`config.mk`:
```
export PLATFORM = sky130hd
export DESIGN_NAME = reset_cause_flag_register
export DESIGN_NICKNAME = d
export VERILOG_FILES = /design/src/reset_cause_pkg.sv /design/src/event_irq.sv /design/src/reset_cause_flag_register.sv
export SDC_FILE = /design/constraint.sdc
export NUM_CORES = 1
export LEC_CHECK = 0
export BUFFER_PORTS_ARGS = -buffer_cell sky130_fd_sc_hd__buf_2
export CAP_MARGIN = 0
export CORE_MARGIN = 2
export CORE_UTILIZATION = 54
export CTS_CLUSTER_SIZE = 24
export DETAILED_ROUTE_END_ITERATION = 10
export GPL_TIMING_DRIVEN = 0
export PLACE_DENSITY = 0.92
export SLEW_MARGIN = 20
export SYNTH_ARGS = -nofsm -noshare
export SYNTH_HDL_FRONTEND = slang
export SYNTH_SLANG_ARGS = --single-unit
```
`constraint.sdc`:
```
create_clock -name clk -period 3.3 [get_ports clk]
set_clock_uncertainty 0.2 [all_clocks]
set_input_delay 0.33 -clock clk [delete_from_list [all_inputs] [get_ports clk]]
set_output_delay 0.33 -clock clk [all_outputs]
set_load 0.01 [all_outputs]
```
`src/reset_cause_pkg.sv`:
```
// Constants for the reset cause flag register and its event interrupt.
// Assumes a plain register port with byte-wide data in the low bits.
package reset_cause_pkg;

    // ****************************************************************
    // Register map
    // ****************************************************************
    localparam int          ADDR_W        = 4;
    localparam int          DATA_W        = 8;
    localparam logic [3:0]  ADDR_FLAGS    = 4'h0;
    localparam logic [3:0]  ADDR_IRQ_STAT = 4'h1;
    localparam logic [3:0]  ADDR_IRQ_MASK = 4'h2;

    // ****************************************************************
    // Field positions of the flag register
    // ****************************************************************
    localparam int BIT_STK_OVF  = 7;
    localparam int BIT_STK_UNF  = 6;
    localparam int BIT_UNUSED   = 5;
    localparam int BIT_WDT_N    = 4;
    localparam int BIT_PIN_N    = 3;
    localparam int BIT_SOFT_N   = 2;
    localparam int BIT_POR_N    = 1;
    localparam int BIT_BOR_N    = 0;

    // Bits that exist; bit 5 reads as zero
    localparam logic [7:0] IMPL_MASK  = 8'hdf;
    // Power-on image: stack flags 0, bits 4..2 1, power-on and brown-out flags 0
    localparam logic [7:0] POR_VALUE  = 8'h1c;
    // Brown-out forces bits 7,6 to 0, bits 4..2 to 1, bit 0 to 0
    localparam logic [7:0] BOR_FORCE1 = 8'h1c;
    localparam logic [7:0] BOR_KEEP   = 8'h02;

    // ****************************************************************
    // Interrupt status bits: one per reset event
    // ****************************************************************
    localparam int NUM_EVT = 7;
    localparam int EVT_OVF = 0;
    localparam int EVT_UNF = 1;
    localparam int EVT_WDT = 2;
    localparam int EVT_PIN = 3;
    localparam int EVT_SFT = 4;
    localparam int EVT_POR = 5;
    localparam int EVT_BOR = 6;
    localparam logic [6:0] EVT_ZERO = 7'h00;

endpackage : reset_cause_pkg

```
`src/event_irq.sv`:
```
// Sticky event status with write-one-to-clear, mask and level interrupt.
// Assumes events are one-cycle pulses on the same clock.
`timescale 1ns/1ps
module event_irq #(
    parameter int N = 7
) (
    input  wire logic         clk,
    input  wire logic         rst,
    input  wire logic [N-1:0] evt,
    input  wire logic         clr_we,
    input  wire logic [N-1:0] clr_bits,
    input  wire logic         mask_we,
    input  wire logic [N-1:0] mask_wdata,
    output logic      [N-1:0] status_q,
    output logic      [N-1:0] mask_q,
    output logic              irq
);

    // Refuse a width that leaves no status bit to keep
    if (N < 1) begin : g_bad_n
        $error("event_irq needs at least one event");
    end

    // Sticky status: a new event wins over a clear in the same cycle
    always_ff @(posedge clk or posedge rst) begin
        if (rst) begin
            status_q <= '0;
        end else begin
            status_q <= (status_q & ~(clr_we ? clr_bits : '0)) | evt;
        end
    end

    // Mask register: one enables the bit onto the interrupt
    always_ff @(posedge clk or posedge rst) begin
        if (rst) begin
            mask_q <= '0;
        end else if (mask_we) begin
            mask_q <= mask_wdata;
        end
    end

    assign irq = |(status_q & mask_q);

endmodule : event_irq

```
`src/reset_cause_flag_register.sv`:
```
// Reset cause flag register with event interrupt and register port.
// Assumes reset sources deliver one-cycle pulses already on clk; the
// power-on event is the asynchronous rst, brown-out events are pulses.
//
// Operation
// - Bit 7 set on stack overflow; read/write; zero after power/brown-out.
// - Bit 6 set on stack underflow; read/write; zero after power/brown-out.
// - Bit 5 unimplemented, ignores writes, reads zero.
// - Bit 4 cleared by watchdog reset; one means none or firmware set.
// - Bit 3 cleared by external pin reset; firmware writes one to rearm.
// - Bit 2 cleared by reset instruction; one means none or firmware set.
// - Bit 1 cleared on power-on; firmware must set it afterwards.
// - Bit 0 cleared on brown-out; one means none since firmware set it.
// - Power-on loads a fixed image, brown-out one that keeps bit 1; other resets change their bit.
// - Standard and low-power brown-out detectors clear the same bit.
`timescale 1ns/1ps
module reset_cause_flag_register (
    input  wire logic       clk,
    input  wire logic       rst,
    input  wire logic [3:0] addr,
    input  wire logic [7:0] wdata,
    input  wire logic       we,
    input  wire logic       re,
    output logic      [7:0] rdata,
    input  wire logic       stack_overflow_evt,
    input  wire logic       stack_underflow_evt,
    input  wire logic       watchdog_reset_evt,
    input  wire logic       pin_reset_evt,
    input  wire logic       soft_reset_evt,
    input  wire logic       brownout_evt,
    input  wire logic       low_power_brownout_evt,
    output logic      [7:0] reset_cause_flags,
    output logic            irq
);

    // ****************************************************************
    // Decode and flag register
    // ****************************************************************
    logic [7:0] flags_q;
    logic [7:0] flags_d;
    logic       flags_we;
    logic       any_bor;
    logic       hw_evt;
    logic       por_seen_q;
    logic [6:0] evt;
    logic [6:0] irq_status;
    logic [6:0] irq_mask;

    function automatic logic hit(input logic [3:0] a, input logic [3:0] r);
        return a == r;
    endfunction : hit

    assign flags_we = we && hit(addr, reset_cause_pkg::ADDR_FLAGS);
    // Both detectors share the brown-out bit
    assign any_bor  = brownout_evt | low_power_brownout_evt;
    // Any hardware event that may touch the flags this cycle
    assign hw_evt   = stack_overflow_evt | stack_underflow_evt
                    | watchdog_reset_evt | pin_reset_evt
                    | soft_reset_evt | any_bor;

    // Next value: firmware write, then hardware events override it
    always_comb begin
        flags_d = flags_q;
        if (flags_we) begin
            flags_d = wdata & reset_cause_pkg::IMPL_MASK;
        end
        if (stack_overflow_evt) begin
            flags_d[reset_cause_pkg::BIT_STK_OVF] = 1'b1;
        end
        if (stack_underflow_evt) begin
            flags_d[reset_cause_pkg::BIT_STK_UNF] = 1'b1;
        end
        if (watchdog_reset_evt) begin
            flags_d[reset_cause_pkg::BIT_WDT_N] = 1'b0;
        end
        if (pin_reset_evt) begin
            flags_d[reset_cause_pkg::BIT_PIN_N] = 1'b0;
        end
        if (soft_reset_evt) begin
            flags_d[reset_cause_pkg::BIT_SOFT_N] = 1'b0;
        end
        // Brown-out image: keeps only the power-on bit
        if (any_bor) begin
            flags_d = (flags_q & reset_cause_pkg::BOR_KEEP)
                    | reset_cause_pkg::BOR_FORCE1;
        end
    end

    // Power-on is the async reset; it loads the power-on image
    always_ff @(posedge clk or posedge rst) begin
        if (rst) begin
            flags_q <= reset_cause_pkg::POR_VALUE;
        end else begin
            flags_q <= flags_d;
        end
    end

    // Power-on event pulse for the interrupt, one cycle after release
    always_ff @(posedge clk or posedge rst) begin
        if (rst) begin
            por_seen_q <= 1'b0;
        end else begin
            por_seen_q <= 1'b1;
        end
    end

    assign reset_cause_flags = flags_q;

    // ****************************************************************
    // Event interrupt
    // ****************************************************************
    always_comb begin
        evt = reset_cause_pkg::EVT_ZERO;
        evt[reset_cause_pkg::EVT_OVF] = stack_overflow_evt;
        evt[reset_cause_pkg::EVT_UNF] = stack_underflow_evt;
        evt[reset_cause_pkg::EVT_WDT] = watchdog_reset_evt;
        evt[reset_cause_pkg::EVT_PIN] = pin_reset_evt;
        evt[reset_cause_pkg::EVT_SFT] = soft_reset_evt;
        evt[reset_cause_pkg::EVT_POR] = ~por_seen_q;
        evt[reset_cause_pkg::EVT_BOR] = any_bor;
    end

    event_irq #(
        .N (reset_cause_pkg::NUM_EVT)
    ) u_irq (
        .clk        (clk),
        .rst        (rst),
        .evt        (evt),
        .clr_we     (we && hit(addr, reset_cause_pkg::ADDR_IRQ_STAT)),
        .clr_bits   (wdata[6:0]),
        .mask_we    (we && hit(addr, reset_cause_pkg::ADDR_IRQ_MASK)),
        .mask_wdata (wdata[6:0]),
        .status_q   (irq_status),
        .mask_q     (irq_mask),
        .irq        (irq)
    );

    // ****************************************************************
    // Read port
    // ****************************************************************
    // Data stands only in the cycle after the strobe; unmapped reads zero
    always_ff @(posedge clk or posedge rst) begin
        if (rst) begin
            rdata <= 8'h00;
        end else if (re) begin
            case (addr)
                reset_cause_pkg::ADDR_FLAGS:    rdata <= flags_q;
                reset_cause_pkg::ADDR_IRQ_STAT: rdata <= {1'b0, irq_status};
                reset_cause_pkg::ADDR_IRQ_MASK: rdata <= {1'b0, irq_mask};
                default:                        rdata <= 8'h00;
            endcase
        end else begin
            rdata <= 8'h00;
        end
    end

    // ****************************************************************
    // Assertions
    // ****************************************************************
    property p_ovf_set;
        @(posedge clk) disable iff (rst)
        stack_overflow_evt && !any_bor |=> flags_q[7];
    endproperty
    a_ovf_set: assert property (p_ovf_set)
        else $error("overflow flag not set");

    property p_unf_set;
        @(posedge clk) disable iff (rst)
        stack_underflow_evt && !any_bor |=> flags_q[6];
    endproperty
    a_unf_set: assert property (p_unf_set)
        else $error("underflow flag not set");

    property p_bit5_zero;
        @(posedge clk) disable iff (rst)
        re && addr == reset_cause_pkg::ADDR_FLAGS |=> rdata[5] == 1'b0;
    endproperty
    a_bit5_zero: assert property (p_bit5_zero)
        else $error("bit 5 read nonzero");

    property p_wdt_clr;
        @(posedge clk) disable iff (rst)
        watchdog_reset_evt && !any_bor |=> !flags_q[4];
    endproperty
    a_wdt_clr: assert property (p_wdt_clr)
        else $error("watchdog flag not cleared");

    property p_pin_clr;
        @(posedge clk) disable iff (rst)
        pin_reset_evt && !any_bor |=> !flags_q[3];
    endproperty
    a_pin_clr: assert property (p_pin_clr)
        else $error("pin flag not cleared");

    property p_soft_clr;
        @(posedge clk) disable iff (rst)
        soft_reset_evt && !any_bor |=> !flags_q[2];
    endproperty
    a_soft_clr: assert property (p_soft_clr)
        else $error("soft reset flag not cleared");

    property p_por_keep;
        @(posedge clk) disable iff (rst)
        any_bor |=> flags_q[1] == $past(flags_q[1]);
    endproperty
    a_por_keep: assert property (p_por_keep)
        else $error("brown-out disturbed power-on flag");

    property p_bor_img;
        @(posedge clk) disable iff (rst)
        any_bor |=> (flags_q & ~reset_cause_pkg::BOR_KEEP)
            == reset_cause_pkg::BOR_FORCE1;
    endproperty
    a_bor_img: assert property (p_bor_img)
        else $error("brown-out image wrong");

    property p_hw_wins;
        @(posedge clk) disable iff (rst)
        flags_we && watchdog_reset_evt && !any_bor
            && wdata[4] |=> !flags_q[4];
    endproperty
    a_hw_wins: assert property (p_hw_wins)
        else $error("write beat hardware clear");

    // Register image: writes land, quiet cycles hold, resets load images
    property p_ovf_wins;
        @(posedge clk) disable iff (rst)
        flags_we && stack_overflow_evt && !any_bor
            && !wdata[reset_cause_pkg::BIT_STK_OVF]
            |=> flags_q[reset_cause_pkg::BIT_STK_OVF];
    endproperty
    a_ovf_wins: assert property (p_ovf_wins)
        else $error("write beat hardware set");

    property p_bit5_flag;
        @(posedge clk) disable iff (rst)
        flags_q[reset_cause_pkg::BIT_UNUSED] == 1'b0;
    endproperty
    a_bit5_flag: assert property (p_bit5_flag)
        else $error("bit 5 of flags set");

    property p_wr_land;
        @(posedge clk) disable iff (rst)
        flags_we && !hw_evt
            |=> flags_q == ($past(wdata) & reset_cause_pkg::IMPL_MASK);
    endproperty
    a_wr_land: assert property (p_wr_land)
        else $error("flag write did not land");

    // Without a write or event every flag keeps its value
    property p_hold;
        @(posedge clk) disable iff (rst)
        !flags_we && !hw_evt |=> $stable(flags_q);
    endproperty
    a_hold: assert property (p_hold)
        else $error("flags changed without cause");

    property p_por_img;
        @(posedge clk) disable iff (rst)
        $fell(rst) |-> flags_q == reset_cause_pkg::POR_VALUE;
    endproperty
    a_por_img: assert property (p_por_img)
        else $error("power-on image wrong");

    property p_por_evt;
        @(posedge clk) disable iff (rst)
        $rose(por_seen_q) |-> irq_status[reset_cause_pkg::EVT_POR];
    endproperty
    a_por_evt: assert property (p_por_evt)
        else $error("power-on event not recorded");

    property p_stk_bor;
        @(posedge clk) disable iff (rst)
        any_bor |=> !flags_q[reset_cause_pkg::BIT_STK_OVF]
            && !flags_q[reset_cause_pkg::BIT_STK_UNF];
    endproperty
    a_stk_bor: assert property (p_stk_bor)
        else $error("stack flags survived brown-out");

    property p_lp_bor;
        @(posedge clk) disable iff (rst)
        low_power_brownout_evt |=> !flags_q[reset_cause_pkg::BIT_BOR_N];
    endproperty
    a_lp_bor: assert property (p_lp_bor)
        else $error("low-power brown-out not recorded");

    property p_bor_clr;
        @(posedge clk) disable iff (rst)
        brownout_evt |=> !flags_q[reset_cause_pkg::BIT_BOR_N];
    endproperty
    a_bor_clr: assert property (p_bor_clr)
        else $error("brown-out not recorded");

    property p_pin_rearm;
        @(posedge clk) disable iff (rst)
        flags_we && wdata[reset_cause_pkg::BIT_PIN_N] && !hw_evt
            |=> flags_q[reset_cause_pkg::BIT_PIN_N];
    endproperty
    a_pin_rearm: assert property (p_pin_rearm)
        else $error("pin flag not rearmed");

    property p_wdt_rearm;
        @(posedge clk) disable iff (rst)
        flags_we && wdata[reset_cause_pkg::BIT_WDT_N] && !hw_evt
            |=> flags_q[reset_cause_pkg::BIT_WDT_N];
    endproperty
    a_wdt_rearm: assert property (p_wdt_rearm)
        else $error("watchdog flag not rearmed");

    property p_soft_rearm;
        @(posedge clk) disable iff (rst)
        flags_we && wdata[reset_cause_pkg::BIT_SOFT_N] && !hw_evt
            |=> flags_q[reset_cause_pkg::BIT_SOFT_N];
    endproperty
    a_soft_rearm: assert property (p_soft_rearm)
        else $error("soft reset flag not rearmed");

    // Read data of the flag place is the image of the strobe cycle
    property p_rd_flags;
        @(posedge clk) disable iff (rst)
        re && addr == reset_cause_pkg::ADDR_FLAGS
            |=> rdata == $past(flags_q);
    endproperty
    a_rd_flags: assert property (p_rd_flags)
        else $error("flag read data wrong");

endmodule : reset_cause_flag_register

```
# ---- Yosys cells after proc, flatten, opt, wreduce, memory -nomap -nowiden
# Cells that the tools add are included.
dict set report word_totals {
  register_bits 31
  input_bits 23
}
dict set report op_classes {
  n_eq_ne 2
  n_mux 10
  bitwise_logic 7
  n_reduce_logical 12
}
# cell n
set op_table {}
lappend op_table {{$mux 8} 3}
lappend op_table {{$pmux 8 s3} 1}
lappend op_table {{$reduce_bool 3->1} 5}
lappend op_table {{$and 7x7->7} 2}
lappend op_table {{$mux 7} 1}
lappend op_table {{$not 7->7} 1}
lappend op_table {{$or 7x7->7} 1}
lappend op_table {{$reduce_or 7->1} 1}
lappend op_table {{$mux 1} 5}
lappend op_table {{$eq 4x1->1 const B} 1}
lappend op_table {{$eq 4x2->1 const B} 1}
lappend op_table {{$logic_not 4->1} 1}
lappend op_table {{$logic_and 1x1->1} 3}
lappend op_table {{$not 1->1} 2}
lappend op_table {{$reduce_and 2->1} 1}
lappend op_table {{$reduce_bool 2->1} 1}
lappend op_table {{$or 1x1->1} 1}

# ---- Depth between registers and ports, before layout
dict set report logic_depth {
  ltp_word 6
  mapped_depth 4
  depth_no_buf 3
}

# ---- Hierarchy
# A second synthesis with hierarchy kept.
dict set report unflattened {
  hier_cells 135
  hier_area_um2 1456.4
}
# module n_inst cells_each area_per_inst_um2 seq_area_each_um2
set modules_own_cells {}
lappend modules_own_cells {reset_cause_flag_register 1 94 875.8 404.1}
lappend modules_own_cells {event_irq 1 41 580.6 350.3}

# ---- Worst setup path before layout
# Ideal clock, no wire load.
dict set report synth_path {
  kind {input-to-reg}
  startpoint {in addr[3]}
  endpoint {reg flags_q[1], in the netlist reset_cause_flags[1]}
  setup_time_ps 125
  t_arrival_ps 1335
  slack_ps 1640
  path_stages 4
  path_cell_list {or3b_1 clkbuf_2 nor3_2 mux2_2}
}
dict set report synth_between {
  elab_chain_cells 3
}
# element line
set synth_lines {}
lappend synth_lines {{start, declared} reset_cause_flag_register.sv:20} ;# input wire logic [3:0] addr,
lappend synth_lines {{$logic_not 4->1} reset_cause_flag_register.sv:50} ;# return a == r;
lappend synth_lines {{$logic_and 1x1->1} reset_cause_flag_register.sv:53} ;# assign flags_we = we && hit(addr, reset_cause_pkg::ADDR_FLAGS);
lappend synth_lines {{$reduce_and 2->1 (no source line)} -}
lappend synth_lines {{end signal, assigned} reset_cause_flag_register.sv:92} ;# flags_q <= reset_cause_pkg::POR_VALUE;
lappend synth_lines {{end signal, assigned} reset_cause_flag_register.sv:94} ;# flags_q <= flags_d;
lappend synth_lines {{end, declared} reset_cause_flag_register.sv:39} ;# logic [7:0] flags_q;
# No other way between the ends.
# A chain may end at the register's enable or synchronous reset.

# ---- Worst setup path in the final report
dict set report layout_path {
  startpoint {reg u_irq.status_q[6]}
  endpoint {out irq}
}
dict set report layout_between {
  elab_chain_cells 2
}
# element line
set layout_lines {}
lappend layout_lines {{start, declared} event_irq.sv:14} ;# output logic [N-1:0] status_q,
lappend layout_lines {{start signal, assigned} event_irq.sv:29} ;# status_q <= (status_q & ~(clr_we ? clr_bits : '0)) | evt;
lappend layout_lines {{$and 7x7->7} event_irq.sv:42} ;# assign irq = |(status_q & mask_q);
lappend layout_lines {{$reduce_or 7->1} event_irq.sv:42}
lappend layout_lines {{end, declared} reset_cause_flag_register.sv:33} ;# output logic irq
# No other way between the ends.

==> results.json <==
{
  "status": "finished clean",
  "syn_nets": 147,
  "fmax_ghz": 0.518,
  "grt_max_degree": 31,
  "critPathMaxFanout": 3,
  "cap_violations": 0,
  "min_path_cells": 2,
  "synth_flop_cell": "dfrtp_1",
  "synth_top_area_cell": "dfrtp_1",
  "finalWirelength_um": 3280,
  "place.gp.congestion": 0.791,
  "multi_input_area_um2": 546,
  "pwr-share-clk_pct": 29.7,
  "ys_ff_latch": 30,
  "finalHoldViolCount": 0,
  "period_needed_ns": 1.93,
  "seqCellArea_um2": 754,
  "die_area_um2": 2920,
  "htreeDepth": 2,
  "p_sw_mw": 0.200,
  "grtUsageMet3_pct": 6.39,
  "async_flop_share_pct": 100,
  "grt-ovfl-total": 0,
  "drive_gt1_share_pct": 38.2,
  "slew_headroom_pct": 34.7,
  "grt.busiest_layer": "met2",
  "grt_pass1_wl_um": 5100,
  "start_util_pct": 55.5,
  "slew_violations": 0,
  "synth_area_leaders": "dfrtp_1 (50%), mux2_2 (6.7%), dfstp_2 (5.8%), nand3_1 (5.2%), a222oi_1 (4.4%)",
  "cts_tree": "done",
  "ys_types": 28,
  "yosys-top-cells-count": "dfrtp_1 (27), nand3_1 (14), mux2_2 (8), nor2_1 (8), nand2_1 (7)",
  "netlist_instances": 124,
  "ios": 40,
  "synth_most_common_cell": "dfrtp_1",
  "ir_drop_mv": 0.294,
  "cts.sinks": 30,
  "rsz0062_at_grt": "no",
  "drtIter0Drc": 87,
  "die_y_um": 54,
  "power.leakage_nw": 0.783,
  "grt_usage_pct": 25.8,
  "setup_violations": 0,
  "clkTransAtPathRegs_ns": 0.09,
  "yosys_warnings": 0,
  "crit_type": "reg2out",
  "grtUsageMet1_pct": 29.0,
  "clock-root-buffer": "clkbuf_4",
  "switching_share_pct": 26.4,
  "cp-end-kind": "output port",
  "core.rowCount": 18,
  "use_met2_pct": 41.7,
  "tightest_slew_ns": 0.970,
  "clockBufferDepth": 2,
  "viasPerCell": 5.90,
  "avgSynthCellArea_um2": 10.9,
  "setup_tns_ns": 0,
  "synth_top_area_share_pct": 50.0,
  "cellPowerDensity_nw_per_um2": 455,
  "grt_pass1_vias": 1154,
  "fillers": 179,
  "area_growth_pct": 23.4,
  "die_w_um": 54,
  "clk_latency_ns": 0.33,
  "post_cts_resized": 0,
  "antenna_found_initial": 0,
  "seq_area_frac_synth_pct": 55.9,
  "cts_hold_repair.buffers": 2,
  "synth_edf_count": 0,
  "drt-pass1-iter-count": 5,
  "hpwl_um": 2410,
  "remaining_drc_errors": 0,
  "cp.required_ns": 2.77,
  "core_um2": 2430,
  "cts_inserted_buffers": 5,
  "arrival_ns": 1.40,
  "cts_setup_buffers": 0,
  "wl_per_cell_um": 16.1,
  "route.vias.total": 1197,
  "ff2ff_path_depth": 3,
  "start_kind": "flip-flop",
  "antenna_cells": 0,
  "hold_class": "in2reg",
  "drtAntennaViolNets": 0,
  "numPortBuffers": 38,
  "internal-power_mw": 0.558,
  "syn-cell-area_um2": 1350,
  "finalCritPeriodShare_pct": 58.5,
  "power_mw": 0.758,
  "nNetsFinal": 195,
  "power_frac_seq_pct": 55.1,
  "p_comb_share_pct": 15.2
}
==> layout by cell type (no fill, tap or decap), drive strengths merged, types with 4 or more instances in the layout <==
| cell | instances |
|---|---|
| nor2 | 8 |
| nand3 | 14 |
| a21oi | 5 |
| dfrtp | 27 |
| clkbuf | 10 |
| buf | 43 |
| a21o | 6 |
| inv | 4 |
| a222oi | 6 |
| nor2b | 5 |
| nand2 | 7 |
| mux2 | 8 |
| o21ai | 4 |
==> worst paths after layout <==
path                                      startpoint                 to  slack, ns
worst max-delay path               u_irq.status_q[6]                irq       1.37
worst min-delay path                   pin_reset_evt  u_irq.status_q[3]       0.01
worst max register to register  reset_cause_flags[2]           rdata[2]       2.01
worst min register to register            por_seen_q  u_irq.status_q[5]       0.23
max in group asynchronous                        rst  u_irq.status_q[4]       2.08
min in group asynchronous                        rst  u_irq.status_q[1]       0.40
==> state kept, by name (all words and copies together), names as in the netlist <==
register	flops
por_seen_q	1
rdata	8
reset_cause_flags	7
u_irq.mask_q	7
u_irq.status_q	7
==> critical path, cell delays in order, from the launching register on <==
cell and delay [ns]:
dfrtp_1 0.42, a222oi_1 0.35, nand3_1 0.13, buf_2 0.16
==> metal layers <==
layer | vias to the layer above | wire length, um
li1 | 542 | -
met1 | 560 | 1270
met2 | 86 | 1610
met3 | 9 | 295
met4 | 0 | 102
met5 | - | 0
==> area by class of cell <==
cell class / instances / area share [%]
Inverter: 4 / 0.901
Sequential cell: 30 / 45.3
Tap cell: 30 / 2.25
Clock buffer: 8 / 3.53
Multi-Input combinational cell: 83 / 32.7
Timing Repair Buffer: 41 / 13.2
Buffer: 7 / 2.10
==> metrics by stage <==
| step | area [um2] | hold WS, ns | worst slack [ns] | utilization [%] | instances |
|---|---|---|---|---|---|
| global placement | 1580 | 0.214 | 1.42 | 64.9 | 192 |
| finish | 1670 | 0.0143 | 1.37 | 68.5 | 203 |
| global route | 1670 | 0.00948 | 1.33 | 68.5 | 203 |
| detailed placement | 1580 | 0.217 | 1.40 | 64.9 | 192 |
| CTS | 1660 | 0.00353 | 1.38 | 68.1 | 202 |
| floorplan | 1350 | 0.202 | 1.64 | - | 124 |
==> cells by family after synthesis <==
kind of cell	after synthesis	share of synthesized area [%]
DFF	30	55.9
buffers and inverters	11	3.71
other	2	0.556
AOI/OAI and AO/OA	26	13.7
muxes	9	7.41
and+or+nand+nor	46	18.7
==> power groups by stage <==
stage / Sequential, mW / Clock, mW / Combinational (mW)
3_3_place_gp: 0.422 / 0 / 0.106
5_1_grt: 0.421 / 0.244 / 0.126
4_1_cts: 0.417 / 0.230 / 0.113
2_1_floorplan: 0.421 / 0 / 0.0671
6_report: 0.418 / 0.226 / 0.115
3_5_place_dp: 0.424 / 0 / 0.110
No activity file was read; power rests on OpenSTA's default activity.
